### src/include/pwr_pkg.sv
// shared constants for the power mode and wake-up controller
package pwr_pkg;
    localparam logic [11:0] NORMAL_WAKE_CLKS = 12'hBB8; // 3000 low-speed periods
    localparam logic [11:0] FAST_WAKE_CLKS = 12'h02D; // 45 low-speed periods
    localparam logic [11:0] WAKE_CNT_ZERO = 12'h000;
    localparam int WAKE_CNT_W = 12;
    localparam int TIMER_CNT = 5;
    localparam int PIN_CNT = 8;
    localparam int CMP_EN_BIT = 7;
    localparam int CMP_WAKE_BIT = 6;
    localparam int WAKE_MODE_BIT = 5;
    localparam logic [15:0] RESET_VECTOR = 16'h0000;
    localparam logic [2:0] LVR_LEVEL_DEFAULT = 3'h0;

    typedef enum logic [1:0] {
        PM_ON = 2'b00,
        PM_SAVE = 2'b01,
        PM_DOWN = 2'b10,
        PM_WAKE = 2'b11
    } pm_state_e;
endpackage

### src/sync2.sv
// two flip-flop synchroniser for a bus of levels
`timescale 1ns/100ps
module sync2 #(
    parameter int W = 1
) (
    input wire logic i_sys_clk,
    input wire logic i_rst_b,
    input wire logic [W-1:0] i_async,
    output logic [W-1:0] o_sync
);
    logic [W-1:0] meta_reg;

    // first stage only feeds the second
    always_ff @(posedge i_sys_clk) begin
        if (!i_rst_b) begin
            meta_reg <= '0;
            o_sync <= '0;
        end else begin
            meta_reg <= i_async;
            o_sync <= meta_reg;
        end
    end
endmodule

### src/edge_det.sv
// rising edge detector for an already synchronised level
`timescale 1ns/100ps
module edge_det (
    input wire logic i_sys_clk,
    input wire logic i_rst_b,
    input wire logic i_level,
    output logic o_rise
);
    logic last_reg;

    // remembers the level so a one-cycle pulse marks a rise
    always_ff @(posedge i_sys_clk) begin
        if (!i_rst_b) begin
            last_reg <= 1'b0;
        end else begin
            last_reg <= i_level;
        end
    end

    assign o_rise = i_level & ~last_reg;
endmodule

### src/power_mode_wakeup_ctrl.sv
// power mode, oscillator stop and wake-up delay control
// Overview of operation
// - run, power-save and power-down states
// - power-down stops oscillators; save keeps them
// - power-save gates only the system clock
// - low-speed oscillator stays on in save; resume from it
// - program memory off in save and down
// - outside run, timers stop if system-clocked or oscillator off
// - pin wake needs input mode and enable
// - non-system-clocked timer match wakes from save
// - comparator wake needs enable and select bits
// - power-down keeps data memory and registers
// - down wakes only by pin toggle
// - pin wake resumes after stop instruction
// - normal wake waits 3000 low-speed periods
// - fast wake waits 45 low-speed periods
// - fast boot option forces fast wake
// - any reset restores defaults, restarts at zero
// - pin or watchdog reset keeps data memory
// - low-voltage threshold from one-time option
// - low-speed oscillator off disables watchdog
`timescale 1ns/100ps
module power_mode_wakeup_ctrl
    import pwr_pkg::*;
(
    input wire logic i_sys_clk,
    input wire logic i_rst_b,
    input wire logic i_stop_exe,
    input wire logic i_stop_sys,
    input wire logic i_hrc_en,
    input wire logic i_lrc_en,
    input wire logic i_xtal_en,
    input wire logic i_wdt_en,
    input wire logic [7:0] i_comparator_control,
    input wire logic [7:0] i_comparator_select,
    input wire logic [7:0] i_misc,
    input wire logic i_fast_boot_opt,
    input wire logic [2:0] i_lvr_level_opt,
    input wire logic [PIN_CNT-1:0] i_pin,
    input wire logic [PIN_CNT-1:0] i_port_direction_bit,
    input wire logic [PIN_CNT-1:0] i_pin_dig_in_en,
    input wire logic [TIMER_CNT-1:0] i_timer_sysclk_src,
    input wire logic [TIMER_CNT-1:0] i_timer_osc_on,
    input wire logic [TIMER_CNT-1:0] i_timer_match,
    input wire logic i_comparator_out,
    input wire logic i_lrc_clk,
    input wire logic i_ext_reset_pin,
    input wire logic i_wdt_timeout,
    input wire logic i_por,
    output logic o_sys_clk_en,
    output logic o_cpu_run,
    output logic o_hrc_on,
    output logic o_lrc_on,
    output logic o_xtal_on,
    output logic o_otp_on,
    output logic o_wdt_on,
    output logic [TIMER_CNT-1:0] o_timer_run,
    output logic o_use_lrc_clk,
    output logic o_resume_pulse,
    output logic o_cpu_reset,
    output logic o_sram_clear_allowed,
    output logic [2:0] o_lvr_level,
    output logic [15:0] o_reset_vector,
    output logic [1:0] o_pm_state
);
    pm_state_e state_reg, state_next;
    logic [WAKE_CNT_W-1:0] wake_cnt_reg, wake_cnt_next;
    logic [PIN_CNT-1:0] pin_s;
    logic [2:0] misc_s;
    logic lrc_s, lrc_rise, cmp_s, ext_rst_s;
    logic pin_changed, pin_wake, timer_wake, cmp_wake, wake_ev;
    logic fast_mode;
    logic [WAKE_CNT_W-1:0] wake_target;
    logic [PIN_CNT-1:0] pin_last_reg;
    logic [PIN_CNT-1:0] wake_pin_mask;
    logic [TIMER_CNT-1:0] timer_can_run;
    logic from_down_reg;

    // pins, comparator and external reset arrive asynchronously
    sync2 #(.W(PIN_CNT)) u_pin_sync (
        .i_sys_clk(i_sys_clk),
        .i_rst_b(i_rst_b),
        .i_async(i_pin),
        .o_sync(pin_s)
    );

    sync2 #(.W(3)) u_misc_sync (
        .i_sys_clk(i_sys_clk),
        .i_rst_b(i_rst_b),
        .i_async({i_lrc_clk, i_comparator_out, i_ext_reset_pin}),
        .o_sync(misc_s)
    );

    assign lrc_s = misc_s[2];
    assign cmp_s = misc_s[1];
    assign ext_rst_s = misc_s[0];

    // low-speed clock is sampled; each rise is one wake-delay tick
    edge_det u_lrc_edge (
        .i_sys_clk(i_sys_clk),
        .i_rst_b(i_rst_b),
        .i_level(lrc_s),
        .o_rise(lrc_rise)
    );

    // pin wake qualifies on input mode plus digital enable
    assign wake_pin_mask = i_port_direction_bit & i_pin_dig_in_en;
    assign pin_changed = |((pin_s ^ pin_last_reg) & wake_pin_mask);
    assign pin_wake = pin_changed;

    // outside run, timers stop when system-clocked or their oscillator is off
    assign timer_can_run = ~i_timer_sysclk_src & i_timer_osc_on;
    assign timer_wake = |(i_timer_match & ~i_timer_sysclk_src & i_timer_osc_on);

    // comparator wake needs both enable and wake select
    assign cmp_wake = cmp_s & i_comparator_control[CMP_EN_BIT]
        & i_comparator_select[CMP_WAKE_BIT];

    // down honours pin toggles only; save honours all three
    assign wake_ev = (state_reg == PM_DOWN) ? pin_wake
        : (state_reg == PM_SAVE) ? (pin_wake | timer_wake | cmp_wake) : 1'b0;

    // the fuse option overrides the software mode bit
    assign fast_mode = i_fast_boot_opt | i_misc[WAKE_MODE_BIT];
    assign wake_target = fast_mode ? FAST_WAKE_CLKS : NORMAL_WAKE_CLKS;

    // pin history, kept across power-down so a toggle is seen
    always_ff @(posedge i_sys_clk) begin
        if (!i_rst_b) begin
            pin_last_reg <= '0;
        end else begin
            pin_last_reg <= pin_s;
        end
    end

    // mode sequencing; the delay counter clears on wake entry and otherwise only moves on low-speed ticks
    always_comb begin
        state_next = state_reg;
        wake_cnt_next = wake_cnt_reg;
        case (state_reg)
            PM_ON: begin
                if (i_stop_sys) begin
                    state_next = PM_DOWN;
                end else if (i_stop_exe) begin
                    state_next = PM_SAVE;
                end
            end
            PM_SAVE, PM_DOWN: begin
                if (wake_ev) begin
                    state_next = PM_WAKE;
                    wake_cnt_next = WAKE_CNT_ZERO;
                end
            end
            PM_WAKE: begin
                if (lrc_rise) begin
                    wake_cnt_next = wake_cnt_reg + 12'h001;
                    if (wake_cnt_reg + 12'h001 >= wake_target) begin
                        state_next = PM_ON;
                    end
                end
            end
            default: begin
                state_next = PM_ON;
            end
        endcase
    end

    // sequencer registers; reset returns to run
    always_ff @(posedge i_sys_clk) begin
        if (!i_rst_b) begin
            state_reg <= PM_ON;
            wake_cnt_reg <= WAKE_CNT_ZERO;
        end else begin
            state_reg <= state_next;
            wake_cnt_reg <= wake_cnt_next;
        end
    end

    // remembers a wake that began in power-down, so the high-speed
    // oscillator stays off for the whole delay, not just its first cycle
    always_ff @(posedge i_sys_clk) begin
        if (!i_rst_b) begin
            from_down_reg <= 1'b0;
        end else if (state_reg == PM_DOWN && state_next == PM_WAKE) begin
            from_down_reg <= 1'b1;
        end else if (state_next == PM_ON) begin
            from_down_reg <= 1'b0;
        end
    end

    // derived controls, registered so every output is a flip-flop
    logic in_save_next, in_down_next, stopped_next;
    assign in_save_next = (state_next == PM_SAVE);
    assign in_down_next = (state_next == PM_DOWN);
    assign stopped_next = (state_next != PM_ON);

    // reset request: power-on, pin or watchdog; only power-on may clear data
    logic rst_req;
    assign rst_req = i_por | ext_rst_s | i_wdt_timeout;

    always_ff @(posedge i_sys_clk) begin
        if (!i_rst_b) begin
            o_sys_clk_en <= 1'b1;
            o_cpu_run <= 1'b1;
            o_hrc_on <= 1'b1;
            o_lrc_on <= 1'b1;
            o_xtal_on <= 1'b0;
            o_otp_on <= 1'b1;
            o_wdt_on <= 1'b1;
            o_timer_run <= '0;
            o_use_lrc_clk <= 1'b0;
            o_resume_pulse <= 1'b0;
            o_cpu_reset <= 1'b0;
            o_sram_clear_allowed <= 1'b0;
            o_lvr_level <= LVR_LEVEL_DEFAULT;
            o_reset_vector <= RESET_VECTOR;
            o_pm_state <= PM_ON;
        end else begin
            // only the system clock is gated; cpu resumes in place
            o_sys_clk_en <= ~stopped_next;
            o_cpu_run <= ~stopped_next;
            // save keeps high-speed and crystal as software left them; down stops all
            o_hrc_on <= i_hrc_en & ~in_down_next
                & ~(state_next == PM_WAKE & (state_reg == PM_DOWN | from_down_reg));
            o_xtal_on <= i_xtal_en & ~in_down_next;
            // low-speed stays on in save and restarts first when waking
            o_lrc_on <= ~in_down_next & (i_lrc_en | in_save_next | (state_next == PM_WAKE));
            o_use_lrc_clk <= (state_next == PM_WAKE);
            o_otp_on <= ~(in_save_next | in_down_next);
            // watchdog dies with its clock source
            o_wdt_on <= i_wdt_en & i_lrc_en & ~in_down_next;
            // in run, timers follow their own clocks; in save and wake, only off-sysclk ones; in down, none
            o_timer_run <= stopped_next ? (timer_can_run & {TIMER_CNT{~in_down_next}})
                : i_timer_osc_on;
            o_resume_pulse <= (state_reg == PM_WAKE) & (state_next == PM_ON);
            o_cpu_reset <= rst_req;
            // data memory is never cleared by hardware on pin or watchdog reset
            o_sram_clear_allowed <= i_por & ~ext_rst_s & ~i_wdt_timeout;
            o_lvr_level <= i_lvr_level_opt;
            o_reset_vector <= RESET_VECTOR;
            o_pm_state <= state_next;
        end
    end
endmodule

### config.mk
export PLATFORM = sky130hd
export DESIGN_NAME = power_mode_wakeup_ctrl
export DESIGN_NICKNAME = d
export VERILOG_FILES = /design/src/include/pwr_pkg.sv /design/src/sync2.sv /design/src/edge_det.sv /design/src/power_mode_wakeup_ctrl.sv
export SDC_FILE = /design/constraint.sdc
export NUM_CORES = 1
export LEC_CHECK = 0
export BUFFER_PORTS_ARGS = -buffer_cell sky130_fd_sc_hd__buf_2
export CORE_ASPECT_RATIO = 0.6
export CORE_UTILIZATION = 51
export CTS_CLUSTER_SIZE = 20
export DETAILED_ROUTE_END_ITERATION = 7
export GPL_TIMING_DRIVEN = 0
export PLACE_DENSITY = 0.83
export SLEW_MARGIN = 20
export SYNTH_ARGS = -nofsm -noshare
export SYNTH_HDL_FRONTEND = slang
export SYNTH_SLANG_ARGS = --single-unit
### constraint.sdc
create_clock -name i_sys_clk -period 7 [get_ports i_sys_clk]
set_clock_uncertainty 0.05 [all_clocks]
set_input_delay 0.35 -clock i_sys_clk [delete_from_list [all_inputs] [get_ports i_sys_clk]]
set_output_delay 0.35 -clock i_sys_clk [all_outputs]
set_load 0.01 [all_outputs]
==> metrics.md <==
| Metric | Value |
|---|---|
| Clock sinks | 64 |
| Commonest cells after routing, fill and taps aside | 80 x buf_2, 64 x dfxtp_1, 36 x and2_1 |
| Syn Area/Cell | 9.00 um^2 |
| PortBufs | 78 |
| Setup_tns | 0 ns |
| Power Total | 0.000950 W |
| 1st-iter DRT viols | 193 |
| Row cnt | 21 |
| Die Area | 6240 um^2 |
| Post-CTS setup buffer count | 0 |
| Fill count | 469 |
| Largest net degree at the start of global routing | 14 |
| Critical path buffer and inverter count | 2 |
| Total global routing overflow | 0 |
| Share of flip-flops with an asynchronous set or reset | 0% |
| Die W | 101 um |
| Max incr delay on CP | 0.47 ns |
| Max cap viols | 0 |
| Core Region | 5650 um^2 |
| Final nets | 534 |
| Maximum vdd drop | 0.000130 V |
| Worst-path fanout max | 10 |
| Pwr/cell area | 252 nW/um^2 |
| Clock latency on the worst-skew pair | 0.35 ns |
| CTS buffer count | 9 |
| P&R area growth vs syn | 24.9% |
| Synth Cell Area | 3020 um^2 |
| Number of synthesized flops with an enable pin | 0 |
| Outcome | completed |
| Max reg flops | 12 |
| DR vias | 2,745 |
| Final instance area | 3770 um^2 |
| Switching share of power | 31.5% |
| Top Ports | 117 |
| Relative slew slack | 53.9% |
| CP Cell Sequence | nand3_2, buf_2, nor3b_2, nand4_1, xnor2_1, ha_1, nand2b_1, nor2_1, or3_1, a21o_1, o211ai_1, o21ba_1, ha_1, clkbuf_1, nor2_1, o211a_1 |
| Routed Antenna Nets | 0 |
| DRC violations left | 0 |
| Final wirelength | 7110 um |
| Worst slew pin tran | 0.683 ns |
| Reg clk slew, reported paths | 0.07 ns |
| P_int | 0.000651 W |
| H-tree Lvls | 3 |
| Diode count | 0 |
| Cells after Synth | 335 |
| Min Tclk post-route | 4.09 ns |
| Main synth FF type | dfxtp_1 |
| Hold Path Sink | o_sram_clear_allowed |
| HPWL after DPL | 5430 um |
| Worst R2R End | o_timer_run[2] |
| Post-CTS sizing | 0 |
| Critical path type | reg -> reg |
| Clock share of power | 34.0% |
| Crit Reg-Reg Startpoint | wake_cnt_reg[2] |
| Synthesized flop and latch total | 64 |
| Die Y | 61.6 um |
| Number of vias per cell | 5.24 |
| Netlist cell types | 49 |
| Util after Layout | 66.7% |
| Most common cell after layout, fill and taps aside | buf_2 |
| Sequential fraction of the synthesis area | 42.5% |
| Placed inst area | 3560 um^2 |
| RSZ-0062 raised after global routing | false |
| CP required | 7.19 ns |
| RD Place Congestion | 0.924 |
| Clock buffer depth | 2 |
| Fmax achieved | 245 MHz |
| Worst path slowest cell | dfxtp_1 |
| Cells on Worst Hold Path | 2 |
| Global-route wire length before repair | 11,300 um |
| Crit share post-route | 58.4% |
| WP data arrival | 4.28 ns |
| Hold Slack | 0.119 ns |
| First drt pass iteration count | 5 |
| YS warnings | 0 |
| Gate power share | 23.6% |
| Critical Path End Type | flop |
| CP Launch Type | flop |
| LEAKAGE | 1.76 nW |
| Final setup viols | 0 |
| Hold-fix buffers at CTS | 0 |
| Hold Violations, Final | 0 |
| Total GRT Usage | 24.8% |
| Share of cells above drive strength 1 | 26.6% |
| Per-cell routed wire length | 13.6 um |
| Slew Limit Fails | 0 |
| FF-to-FF setup slack | 2.91 ns |
| Top Family by Delay on Critical Path | simple AND/OR/NAND/NOR gates |
| R2r worst-path depth | 16 |
| Clock root cell | clkbuf_8 |
| Sw Pwr | 0.000300 W |
| Hold_sp | i_wdt_timeout |
| Initial antenna violation count | 0 |
| Starting Density | 53.4% |
| Worst hold path class | in -> reg |
| Vias in the first global route | 2,458 |
| CTS tree | yes |
| Flop pwr share | 42.4% |
synth_stat cells (2+ instances only):
| cell type | instances | area (um^2) |
|---|---|---|
| or3_1 | 2 | 12.5 |
| ha_1 | 15 | 188 |
| a211oi_1 | 2 | 15.0 |
| o21ai_1 | 2 | 10.0 |
| a21o_1 | 3 | 22.5 |
| dfxtp_1 | 64 | 1280 |
| a22o_1 | 2 | 17.5 |
| and2_1 | 36 | 225 |
| xor2_1 | 3 | 26.3 |
| o31ai_1 | 3 | 22.5 |
| nand4_1 | 8 | 50.1 |
| o22ai_1 | 7 | 43.8 |
| or4_1 | 2 | 15.0 |
| nand2b_1 | 4 | 25.0 |
| nand2_1 | 31 | 116 |
| a41oi_1 | 4 | 35.0 |
| xnor2_1 | 13 | 114 |
| o211a_1 | 5 | 50.1 |
| clkbuf_1 | 12 | 45.0 |
| buf_2 | 2 | 10.0 |
| nor4b_1 | 3 | 26.3 |
| and3_1 | 3 | 18.8 |
| o21a_1 | 2 | 15.0 |
| nand3_1 | 9 | 45.0 |
| o21ai_0 | 13 | 65.1 |
| buf_4 | 17 | 128 |
| o211ai_1 | 3 | 22.5 |
| nor3_1 | 5 | 25.0 |
| a31oi_1 | 3 | 18.8 |
| a21oi_1 | 6 | 30.0 |
| inv_1 | 10 | 37.5 |
| a311oi_1 | 3 | 26.3 |
| nor2_1 | 22 | 82.6 |
cell type report:
class | count | area (um^2) | share of cell area, %
buffer | 31 | 183 | 4.85
clock buffer | 9 | 124 | 3.29
clock inverter | 7 | 80.1 | 2.13
inverter | 10 | 37.5 | 0.996
multi-input combinational | 245 | 1570 | 41.7
sequential | 64 | 1280 | 34.0
tap | 80 | 100 | 2.66
timing repair buffer | 78 | 390 | 10.4
worst max path at each step:
| stage | to | slack (ns) | cells after the start | startpoint |
|---|---|---|---|---|
| finish | o_timer_run[2] | 2.91 | 16 | wake_cnt_reg[2] |
| global route | o_timer_run[2] | 2.62 | 16 | wake_cnt_reg[2] |
| CTS | o_timer_run[0] | 3.02 | 14 | wake_cnt_reg[0] |
| detailed placement | o_timer_run[0] | 3.06 | 14 | wake_cnt_reg[0] |
| global placement | o_lrc_on | 3.12 | 15 | wake_cnt_reg[0] |
| floorplan | o_timer_run[0] | 3.71 | 14 | wake_cnt_reg[0] |
per-layer routing:
| layer | global-route usage [%] | vias to the layer above | share of wire [%] |
|---|---|---|---|
| met2 | 39.6 | 128 | 42 |
| met5 | 0 | - | 0 |
| met4 | 7.87 | 0 | 1.2 |
| li1 | - | 1351 | - |
| met3 | 6.81 | 10 | 9.3 |
| met1 | 33.2 | 1256 | 47 |
cells by family (layout without fill, tap and decap cells):
kind of cell	after synthesis	after routing	share of synthesized area [%]
flip-flops	64	64	42.5
adder cells (fa/ha/maj)	15	15	6.22
buffers and inverters	41	135	7.30
AO/OA/AOI/OAI	67	67	15.8
AND/OR/NAND/NOR	131	131	23.4
XOR/XNOR	16	16	4.65
other	1	16	0.124
through the flow:
| step | std cells | worst slack [ns] |
|---|---|---|
| after floorplan | 350 | 3.71 |
| after global placement | 508 | 3.12 |
| after detailed placement | 508 | 3.06 |
| after CTS | 524 | 3.02 |
| after global routing | 524 | 2.62 |
| final | 524 | 2.91 |
power groups by stage:
stage / sequential [W] / clock [W] / combinational, W
after detailed placement: 0.000412 / 0 / 0.000218
after global routing: 0.000406 / 0.000347 / 0.000248
after CTS: 0.000403 / 0.000329 / 0.000221
after floorplan: 0.000421 / 0 / 0.000129
after global placement: 0.000410 / 0 / 0.000211
final: 0.000403 / 0.000323 / 0.000224
Power figures use the tool's default switching activity.
